<file path="config.mk">
export PLATFORM = sky130hd
export DESIGN_NAME = prt_timer
export DESIGN_NICKNAME = d
export VERILOG_FILES = /design/src/hdl/prt_timer.v /design/src/hdl/prt_edge_sync.v
export VERILOG_INCLUDE_DIRS = /design/src /design/src/hdl
export SDC_FILE = /design/constraint.sdc
export NUM_CORES = 1
export LEC_CHECK = 0
export BUFFER_PORTS_ARGS = -buffer_cell sky130_fd_sc_hd__buf_2
export CORE_MARGIN = 5
export CORE_UTILIZATION = 28
export DETAILED_ROUTE_END_ITERATION = 8
export GPL_TIMING_DRIVEN = 0
export PLACE_DENSITY = 0.44
export SYNTH_ARGS = -nofsm -noshare
export SYNTH_HDL_FRONTEND = slang
export SYNTH_SLANG_ARGS = --single-unit
</file>
<file path="constraint.sdc">
create_clock -name clk_sys_i -period 5.2 [get_ports clk_sys_i]
set_clock_uncertainty 0.2 [all_clocks]
set_input_delay 1.04 -clock clk_sys_i [delete_from_list [all_inputs] [get_ports clk_sys_i]]
set_output_delay 1.04 -clock clk_sys_i [all_outputs]
set_load 0.005 [all_outputs]
</file>
<file path="src/hdl/prt_map.vh">
// Register map, field positions, reset values and timing counts of the reload timer.
`ifndef PRT_MAP_VH
`define PRT_MAP_VH
// ==========================================================================
// Word offsets (word addresses on a 32-bit Avalon-MM slave)
// ==========================================================================
`define PRT_ADDR_W 4
`define PRT_OFS_CTRL 4'h0
`define PRT_OFS_ONESHOT 4'h1
`define PRT_OFS_IOCTL 4'h2
`define PRT_OFS_MODE 4'h3
`define PRT_OFS_PRESC 4'h4
`define PRT_OFS_SECOND 4'h5
`define PRT_OFS_PRIMARY 4'h6
// ==========================================================================
// Field positions
// ==========================================================================
`define PRT_CTRL_START 0
`define PRT_CTRL_STATUS 1
`define PRT_CTRL_FSTOP 2
`define PRT_OS_TRIG 0
`define PRT_OS_STOP 1
`define PRT_OS_STATUS 2
`define PRT_MODE_LO 0
`define PRT_MODE_HI 1
`define PRT_MODE_SRC 4
// ==========================================================================
// Modes and reset values
// ==========================================================================
`define PRT_MODE_TIMER 2'h0
`define PRT_MODE_WAVE 2'h1
`define PRT_MODE_ONESHOT 2'h2
`define PRT_MODE_WAIT 2'h3
`define PRT_RST_BYTE 8'hff
`define PRT_RST_ZERO 8'h00
// Synchroniser depth for a start or stop request, in count source edges.
`define PRT_SYNC_EDGES 2'h2
`endif

</file>
<file path="src/hdl/prt_timer.v">
// Prescaled 8-bit down-counting reload timer with Avalon-MM register slave.
//
// Design decisions made here: the Avalon-MM interface to the registers and the register addresses.
`timescale 1ns/100ps
`include "prt_map.vh"
module prt_timer (
	input wire clk_sys_i,
	input wire rst_n_i,
	input wire [3:0] avs_address_i,
	input wire avs_read_i,
	input wire avs_write_i,
	input wire [31:0] avs_writedata_i,
	input wire [3:0] avs_byteenable_i,
	output reg [31:0] avs_readdata_o,
	output reg avs_waitrequest_o,
	output reg avs_response_ok_n_o,
	input wire count_clk_i,
	input wire companion_uflow_i,
	output reg timer_out_o,
	output reg underflow_o
);
	// ======================================================================
	// Registers
	// ======================================================================
	reg count_start_bit_ff;
	reg counting_status_flag_ff;
	reg forced_stop_bit_ff;
	reg oneshot_status_flag_ff;
	reg [7:0] io_control_reg_ff;
	reg [7:0] mode_reg_ff;
	reg [7:0] prescaler_reg_ff;
	reg [7:0] primary_period_reg_ff;
	reg [7:0] secondary_period_reg_ff;
	reg [7:0] presc_cnt_ff;
	reg [7:0] main_cnt_ff;
	reg [1:0] start_sync_ff;
	reg [1:0] os_sync_ff;
	reg os_req_ff;
	reg os_target_ff;
	reg os_armed_ff;
	reg phase_sec_ff;
	reg ack_ff;
	wire src_rise;
	wire src_edge;
	wire [1:0] mode;
	wire oneshot_mode;
	wire wr_hit;
	wire rd_hit;
	wire be0;
	wire presc_uf;
	wire main_uf;
	wire [7:0] reload_val;
	wire halt_req;

	// Outside count source is synchronised before edge detection.
	prt_edge_sync u_src_sync (
		.clk_sys_i(clk_sys_i),
		.rst_n_i(rst_n_i),
		.sig_i(count_clk_i),
		.rise_o(src_rise)
	);

	// Companion underflow comes from logic on this clock and needs no synchroniser.
	assign src_edge = mode_reg_ff[`PRT_MODE_SRC] ? companion_uflow_i : src_rise;
	assign mode = mode_reg_ff[`PRT_MODE_HI:`PRT_MODE_LO];
	assign oneshot_mode = (mode == `PRT_MODE_ONESHOT) || (mode == `PRT_MODE_WAIT);
	assign wr_hit = avs_write_i && !ack_ff;
	assign rd_hit = avs_read_i && !ack_ff;
	assign be0 = avs_byteenable_i[0];
	assign presc_uf = src_edge && (presc_cnt_ff == 8'h00);
	assign main_uf = presc_uf && (main_cnt_ff == 8'h00);
	// Waveform mode alternates primary and secondary periods.
	assign reload_val = (mode == `PRT_MODE_WAVE && !phase_sec_ff) ? secondary_period_reg_ff :
		primary_period_reg_ff;
	// One-shot halt when start is withdrawn or one-shot stop is written.
	assign halt_req = oneshot_mode && ((!count_start_bit_ff && counting_status_flag_ff) ||
		(wr_hit && be0 && avs_address_i == `PRT_OFS_ONESHOT &&
		avs_writedata_i[`PRT_OS_STOP]));

	function [7:0] merge;
		input [7:0] old;
		input [7:0] nw;
		input en;
		begin
			merge = en ? nw : old;
		end
	endfunction

	// ======================================================================
	// Avalon-MM slave: one wait cycle, then answer.
	// ======================================================================
	always @(posedge clk_sys_i or negedge rst_n_i) begin
		if (!rst_n_i) begin
			ack_ff <= 1'b0;
			avs_waitrequest_o <= 1'b1;
			avs_readdata_o <= 32'h0000_0000;
			avs_response_ok_n_o <= 1'b0;
		end else begin
			ack_ff <= (avs_read_i || avs_write_i) && !ack_ff;
			avs_waitrequest_o <= !((avs_read_i || avs_write_i) && !ack_ff);
			avs_response_ok_n_o <= (avs_read_i || avs_write_i) && !ack_ff &&
				(avs_address_i > `PRT_OFS_PRIMARY);
			if (rd_hit) begin
				case (avs_address_i)
				`PRT_OFS_CTRL: avs_readdata_o <= {29'h0, forced_stop_bit_ff,
					counting_status_flag_ff, count_start_bit_ff};
				`PRT_OFS_ONESHOT: avs_readdata_o <= {29'h0, oneshot_status_flag_ff, 2'h0};
				`PRT_OFS_IOCTL: avs_readdata_o <= {24'h0, io_control_reg_ff};
				`PRT_OFS_MODE: avs_readdata_o <= {24'h0, mode_reg_ff};
				// Each byte is its own word, so a 16-bit pair is two reads.
				`PRT_OFS_PRESC: avs_readdata_o <= {24'h0, presc_cnt_ff};
				`PRT_OFS_SECOND: avs_readdata_o <= {24'h0, secondary_period_reg_ff};
				`PRT_OFS_PRIMARY: avs_readdata_o <= {24'h0, main_cnt_ff};
				default: avs_readdata_o <= 32'h0000_0000;
				endcase
			end
		end
	end

	// ======================================================================
	// Control and reload registers
	// ======================================================================
	always @(posedge clk_sys_i or negedge rst_n_i) begin
		if (!rst_n_i) begin
			count_start_bit_ff <= 1'b0;
			forced_stop_bit_ff <= 1'b0;
			io_control_reg_ff <= `PRT_RST_ZERO;
			mode_reg_ff <= `PRT_RST_ZERO;
			prescaler_reg_ff <= `PRT_RST_BYTE;
			primary_period_reg_ff <= `PRT_RST_BYTE;
			secondary_period_reg_ff <= `PRT_RST_BYTE;
		end else begin
			if (wr_hit) begin
				case (avs_address_i)
				`PRT_OFS_CTRL: if (be0) begin
					count_start_bit_ff <= avs_writedata_i[`PRT_CTRL_START] &&
						!avs_writedata_i[`PRT_CTRL_FSTOP];
					forced_stop_bit_ff <= avs_writedata_i[`PRT_CTRL_FSTOP];
				end
				`PRT_OFS_IOCTL: io_control_reg_ff <= merge(io_control_reg_ff,
					avs_writedata_i[7:0], be0);
				`PRT_OFS_MODE: mode_reg_ff <= merge(mode_reg_ff, avs_writedata_i[7:0], be0);
				// Software spaces these writes; no guard here.
				`PRT_OFS_PRESC: prescaler_reg_ff <= merge(prescaler_reg_ff,
					avs_writedata_i[7:0], be0);
				`PRT_OFS_SECOND: secondary_period_reg_ff <= merge(secondary_period_reg_ff,
					avs_writedata_i[7:0], be0);
				`PRT_OFS_PRIMARY: primary_period_reg_ff <= merge(primary_period_reg_ff,
					avs_writedata_i[7:0], be0);
				default: ;
				endcase
			end else if (oneshot_mode && counting_status_flag_ff && main_uf &&
				mode == `PRT_MODE_ONESHOT) begin
				count_start_bit_ff <= count_start_bit_ff;
			end
		end
	end

	// ======================================================================
	// Start/stop synchronisation, prescaler and counter
	// ======================================================================
	always @(posedge clk_sys_i or negedge rst_n_i) begin
		if (!rst_n_i) begin
			counting_status_flag_ff <= 1'b0;
			start_sync_ff <= 2'h0;
			presc_cnt_ff <= `PRT_RST_BYTE;
			main_cnt_ff <= `PRT_RST_BYTE;
			phase_sec_ff <= 1'b0;
			timer_out_o <= 1'b0;
			underflow_o <= 1'b0;
		end else begin
			underflow_o <= 1'b0;
			if (forced_stop_bit_ff) begin
				counting_status_flag_ff <= 1'b0;
				start_sync_ff <= 2'h0;
				presc_cnt_ff <= prescaler_reg_ff;
				main_cnt_ff <= primary_period_reg_ff;
			end else if (count_start_bit_ff != counting_status_flag_ff) begin
				// Request settles after two source edges; the first may land late.
				if (src_edge) begin
					if (start_sync_ff == `PRT_SYNC_EDGES - 2'h1) begin
						counting_status_flag_ff <= count_start_bit_ff;
						start_sync_ff <= 2'h0;
						if (halt_req) begin
							presc_cnt_ff <= prescaler_reg_ff;
							main_cnt_ff <= primary_period_reg_ff;
						end
					end else
						start_sync_ff <= start_sync_ff + 2'h1;
				end
			end else begin
				start_sync_ff <= 2'h0;
				if (counting_status_flag_ff && halt_req && !count_start_bit_ff) begin
					presc_cnt_ff <= prescaler_reg_ff;
				end else if (oneshot_mode && halt_req) begin
					presc_cnt_ff <= prescaler_reg_ff;
					main_cnt_ff <= primary_period_reg_ff;
				end else if (wr_hit && be0 && avs_address_i == `PRT_OFS_PRESC &&
					!counting_status_flag_ff) begin
					presc_cnt_ff <= avs_writedata_i[7:0];
				end else if (wr_hit && be0 && avs_address_i == `PRT_OFS_PRIMARY &&
					!counting_status_flag_ff) begin
					main_cnt_ff <= avs_writedata_i[7:0];
				end else if (counting_status_flag_ff && src_edge &&
					(!oneshot_mode || oneshot_status_flag_ff)) begin
					presc_cnt_ff <= presc_uf ? prescaler_reg_ff : presc_cnt_ff - 8'h01;
					if (presc_uf) begin
						if (main_uf) begin
							main_cnt_ff <= reload_val;
							underflow_o <= 1'b1;
							phase_sec_ff <= !phase_sec_ff;
							timer_out_o <= (mode == `PRT_MODE_WAVE) ? phase_sec_ff :
								!timer_out_o;
						end else
							main_cnt_ff <= main_cnt_ff - 8'h01;
					end
				end
			end
		end
	end

	// ======================================================================
	// One-shot status: a trigger or stop lands after two source edges.
	// ======================================================================
	always @(posedge clk_sys_i or negedge rst_n_i) begin
		if (!rst_n_i) begin
			oneshot_status_flag_ff <= 1'b0;
			os_sync_ff <= 2'h0;
			os_req_ff <= 1'b0;
			os_target_ff <= 1'b0;
			os_armed_ff <= 1'b0;
		end else begin
			if (wr_hit && be0 && avs_address_i == `PRT_OFS_ONESHOT &&
				(avs_writedata_i[`PRT_OS_TRIG] || avs_writedata_i[`PRT_OS_STOP])) begin
				// Latest request wins; either outcome of a crossing is allowed.
				os_req_ff <= 1'b1;
				os_target_ff <= !avs_writedata_i[`PRT_OS_STOP];
				os_sync_ff <= 2'h0;
			end else if (os_req_ff && src_edge) begin
				if (os_sync_ff == `PRT_SYNC_EDGES - 2'h1) begin
					oneshot_status_flag_ff <= os_target_ff && counting_status_flag_ff;
					os_armed_ff <= os_target_ff;
					os_req_ff <= 1'b0;
					os_sync_ff <= 2'h0;
				end else
					os_sync_ff <= os_sync_ff + 2'h1;
			end else if (oneshot_status_flag_ff && (main_uf || !counting_status_flag_ff)) begin
				oneshot_status_flag_ff <= 1'b0;
				os_armed_ff <= 1'b0;
			end
		end
	end
endmodule

</file>
<file path="src/hdl/prt_edge_sync.v">
// Three-flop synchroniser and rising-edge detector for an outside count source.
`timescale 1ns/100ps
module prt_edge_sync (
	input wire clk_sys_i,
	input wire rst_n_i,
	input wire sig_i,
	output reg rise_o
);
	reg s1_ff;
	reg s2_ff;
	reg s3_ff;
	reg lvl_ff;

	// A change counts only when the second and third stages agree.
	always @(posedge clk_sys_i or negedge rst_n_i) begin
		if (!rst_n_i) begin
			s1_ff <= 1'b0;
			s2_ff <= 1'b0;
			s3_ff <= 1'b0;
			lvl_ff <= 1'b0;
			rise_o <= 1'b0;
		end else begin
			s1_ff <= sig_i;
			s2_ff <= s1_ff;
			s3_ff <= s2_ff;
			if (s2_ff == s3_ff)
				lvl_ff <= s3_ff;
			rise_o <= (s2_ff == s3_ff) && s3_ff && !lvl_ff;
		end
	end
endmodule

</file>
==> impl_metrics.prom <==
# TYPE chip_impl_metric gauge
chip_impl_metric{name="cp.required",unit="ns"} 5.24
chip_impl_metric{name="worstSkewPairLatency",unit="ns"} 0.36
chip_impl_metric{name="critical-path-max-stage-delay",unit="ns"} 1.04
chip_impl_metric{name="report.final.slew_viol_count",unit=""} 0
chip_impl_info{name="cp-start-kind",value="input pin"} 1
chip_impl_metric{name="cp.arrival",unit="ns"} 3.70
chip_impl_metric{name="dp.final_hpwl",unit="mm"} 9.79
chip_impl_metric{name="postRouteAntennaNets",unit=""} 0
chip_impl_metric{name="placedCellCount",unit=""} 719
chip_impl_metric{name="cts_sinks",unit=""} 85
chip_impl_metric{name="global_route_wire_length_before_repair",unit="mm"} 21.8
chip_impl_metric{name="cts_hold_repair.buffers",unit=""} 0
chip_impl_info{name="ys_top_cells_by_area",value="sky130_fd_sc_hd__dfrtp_1 (23%), sky130_fd_sc_hd__dfstp_2 (22%), sky130_fd_sc_hd__mux2_2 (11%), sky130_fd_sc_hd__mux2i_1 (4.2%), sky130_fd_sc_hd__buf_4 (3.8%)"} 1
chip_impl_metric{name="finish.net_count",unit=""} 562
chip_impl_metric{name="timing.setup.tns",unit="ns"} 0
chip_impl_metric{name="synth-edff-count",unit=""} 0
chip_impl_metric{name="clk_pin_slew",unit="ns"} 0.06
chip_impl_metric{name="postSynth.asyncResetShare",unit="%"} 100
chip_impl_metric{name="ctsHtreeMaxLevel",unit=""} 3
chip_impl_metric{name="insertedDiodeCount",unit=""} 0
chip_impl_metric{name="io_pins",unit=""} 82
chip_impl_info{name="synth_top_cells_by_count",value="sky130_fd_sc_hd__mux2_2 (47), sky130_fd_sc_hd__dfrtp_1 (44), sky130_fd_sc_hd__dfstp_2 (41)"} 1
chip_impl_metric{name="gp_congestion",unit=""} 0.832
chip_impl_metric{name="cts_max_path_buffers",unit=""} 2
chip_impl_info{name="synthMostInstantiatedCell",value="sky130_fd_sc_hd__mux2_2"} 1
chip_impl_metric{name="grt_max_degree",unit=""} 49
chip_impl_metric{name="syn2layout_area_growth",unit="%"} 18.5
chip_impl_metric{name="detail_route.wirelength",unit="mm"} 13.6
chip_impl_info{name="cp_cell_sequence",value="clkbuf_1 > nand2_1 > nor3_1 > and2_1 > clkbuf_1 > mux2_2"} 1
chip_impl_metric{name="final.fill_count",unit=""} 1704
chip_impl_metric{name="grt_pass1_vias",unit=""} 3723
chip_impl_metric{name="setup_viol",unit=""} 0
chip_impl_metric{name="synth.ff_latch_count",unit=""} 85
chip_impl_metric{name="wl_per_cell",unit="um"} 18.6
chip_impl_metric{name="yosysSeqAreaShare",unit="%"} 45.3
chip_impl_metric{name="initial_cell_density_of_the_core",unit="%"} 28.8
chip_impl_metric{name="cts_made_buffers",unit=""} 9
chip_impl_metric{name="drive_above_1_share",unit="%"} 33.4
chip_impl_info{name="clk_root_buffer_cell",value="sky130_fd_sc_hd__clkbuf_16"} 1
chip_impl_metric{name="hold_viol",unit=""} 0
chip_impl_metric{name="antenna_found_initial",unit=""} 0
chip_impl_info{name="holdCritPathClass",value="flip-flop to flip-flop"} 1
chip_impl_metric{name="globalRoute.totalOverflow",unit=""} 0
chip_impl_metric{name="pre_cts_slack",unit="ns"} 1.21
chip_impl_metric{name="setup_slack",unit="ns"} 1.54
chip_impl_info{name="crit_path_top_delay_cell",value="sky130_fd_sc_hd__nor3_1"} 1
chip_impl_metric{name="die-width",unit="um"} 141
chip_impl_metric{name="worst_slew_margin_rel",unit="%"} 7.64
chip_impl_info{name="grt_setup_unrepaired",value="no"} 1
chip_impl_metric{name="post_synth_cell_types",unit=""} 62
chip_impl_metric{name="syn_avg_cell_area",unit="um2"} 10.7
chip_impl_metric{name="design_power",unit="uW"} 2400
chip_impl_info{name="synth-main-ff-cell",value="sky130_fd_sc_hd__dfrtp_1"} 1
chip_impl_info{name="tritoncts",value="built"} 1
chip_impl_metric{name="post_cts_resize_count",unit=""} 0
chip_impl_metric{name="fp.dieArea",unit="um2"} 19900
chip_impl_metric{name="yosysWarnings",unit=""} 0
chip_impl_metric{name="rows",unit=""} 47
chip_impl_metric{name="synth_area",unit="um2"} 4800
chip_impl_info{name="worstSetupPathType",value="input pin to flip-flop"} 1
chip_impl_metric{name="worst_ir_drop_vdd",unit="mV"} 0.217
chip_impl_metric{name="maxCapViolCount",unit=""} 0
chip_impl_metric{name="tightest_slew",unit="ns"} 1.37
chip_impl_metric{name="max_fanout_on_critical_path",unit=""} 9
chip_impl_info{name="synthDominantAreaCellType",value="sky130_fd_sc_hd__dfrtp_1"} 1
chip_impl_info{name="cp-end-kind",value="flip-flop"} 1
chip_impl_metric{name="post-route-min-period",unit="ns"} 3.66
chip_impl_metric{name="grt_total_usage",unit="%"} 14.2
chip_impl_metric{name="synth_top_area_share",unit="%"} 22.9
chip_impl_metric{name="fin_hold_ws",unit="ns"} 0.156
chip_impl_info{name="outcome",value="finished, final reports clean"} 1
chip_impl_metric{name="drt-initial-drc-count",unit=""} 268
chip_impl_metric{name="post_layout_nonfiller_instances",unit=""} 735
chip_impl_metric{name="design.core.area",unit="um2"} 16700
chip_impl_metric{name="detail_route.vias_per_cell",unit=""} 4.95
chip_impl_metric{name="leakage",unit="uW"} 0.00257
chip_impl_metric{name="fin_crit_sh",unit="%"} 70.5
chip_impl_metric{name="io_buffer_count",unit=""} 27
chip_impl_metric{name="dr_total_vias",unit=""} 3638
chip_impl_info{name="timing.critical_path.mode_cell",value="sky130_fd_sc_hd__clkbuf_1"} 1
chip_impl_metric{name="timing.hold.worst_path_depth",unit=""} 0
chip_impl_metric{name="detail_route.drc_violations",unit=""} 0
chip_impl_metric{name="post_syn_instances",unit=""} 448
chip_impl_metric{name="fmax",unit="GHz"} 0.273
chip_impl_metric{name="timing.reg2reg.worst_path_depth",unit=""} 8
chip_impl_metric{name="power_density_over_cell_area",unit="nW/um2"} 422
chip_impl_metric{name="setup_repair_bufs_after_cts",unit=""} 0
chip_impl_metric{name="drt_pass_1_iters",unit=""} 5
chip_impl_metric{name="dieHeight",unit="um"} 141
[sequential cells by signal, indices dropped and copies added, names as in the netlist, 2 cells and up]
| signal | cells |
|---|---|
| primary_period_reg_ff | 8 |
| secondary_period_reg_ff | 8 |
| os_sync_ff | 2 |
| mode_reg_ff | 8 |
| presc_cnt_ff | 8 |
| start_sync_ff | 2 |
| main_cnt_ff | 8 |
| io_control_reg_ff | 8 |
| avs_readdata_o | 8 |
| prescaler_reg_ff | 8 |
[metal layers]
layer	track usage [%]	routed length, um	up-vias	part of all wire, %
li1	-	-	1707	-
met1	20.6	6620	1800	49
met2	20.9	6000	111	44
met3	4.10	785	20	5.8
met4	3.57	238	0	1.7
met5	0	0	-	0
[logic make-up after synthesis]
| family | after synthesis | share of synthesized area [%] |
|---|---|---|
| AO/OA/AOI/OAI | 100 | 15.0 |
| XOR/XNOR | 11 | 2.01 |
| adder cells (fa/ha/maj) | 6 | 1.56 |
| buffers and inverters | 61 | 6.87 |
| flip-flops | 85 | 45.3 |
| multiplexers | 69 | 15.7 |
| other | 1 | 0.0781 |
| AND/OR/NAND/NOR | 115 | 13.5 |
[cell usage in the layout, fill, tap and decap left out, types with 12 or more instances in the layout]
cell,instances
sky130_fd_sc_hd__dfrtp_1,44
sky130_fd_sc_hd__inv_1,12
sky130_fd_sc_hd__nand2_1,34
sky130_fd_sc_hd__buf_4,25
sky130_fd_sc_hd__buf_2,29
sky130_fd_sc_hd__nor2_1,22
sky130_fd_sc_hd__mux2i_1,20
sky130_fd_sc_hd__a21oi_1,22
sky130_fd_sc_hd__dfstp_2,41
sky130_fd_sc_hd__clkbuf_1,20
sky130_fd_sc_hd__conb_1,24
sky130_fd_sc_hd__mux2_2,47
[worst paths after layout]
| path | startpoint | to | slack [ns] |
|---|---|---|---|
| max in group asynchronous | rst_n_i | secondary_period_reg_ff[6] | 3.66 |
| hold reg to reg | u_src_sync.s1_ff | u_src_sync.s2_ff | 0.16 |
| hold / removal | u_src_sync.s1_ff | u_src_sync.s2_ff | 0.16 |
| setup / recovery | avs_address_i[0] | mode_reg_ff[5] | 1.54 |
| setup reg to reg | count_start_bit_ff | main_cnt_ff[4] | 2.28 |
| min in group asynchronous | rst_n_i | os_req_ff | 0.45 |
[stage by stage]
step	area (um2)	util, %
2_1_floorplan	4890	-
3_3_place_gp	5300	31.7
3_5_place_dp	5330	31.9
4_1_cts	5690	34.1
5_1_grt	5690	34.1
6_report	5690	34.1
[critical path: cells and delay by family]
kind / cells / cell delay, ns
and+or+nand+nor: 3 / 1.38
buffers and inverters: 2 / 0.85
muxes: 1 / 0.41
[area by class of cell]
cell class / instances / area, um2 / share of cell area [%]
clock buffers: 11 / 254 / 4.46
inverters: 12 / 45.0 / 0.791
well taps: 220 / 275 / 4.84
multi-input cells: 325 / 2380 / 41.9
clock inverters: 5 / 106 / 1.87
flip-flops and latches: 85 / 2180 / 38.3
plain buffers: 49 / 285 / 5.01
repair buffers: 28 / 165 / 2.90
[power by group]
group	total, uW	switching [uW]	internal, uW	leakage, uW
Sequential	1010	148	861	0.00101
Clock	781	282	500	0.000171
Combinational	611	318	292	0.00139
Total	2400	748	1650	0.00257
Power figures use the tool's default switching activity.
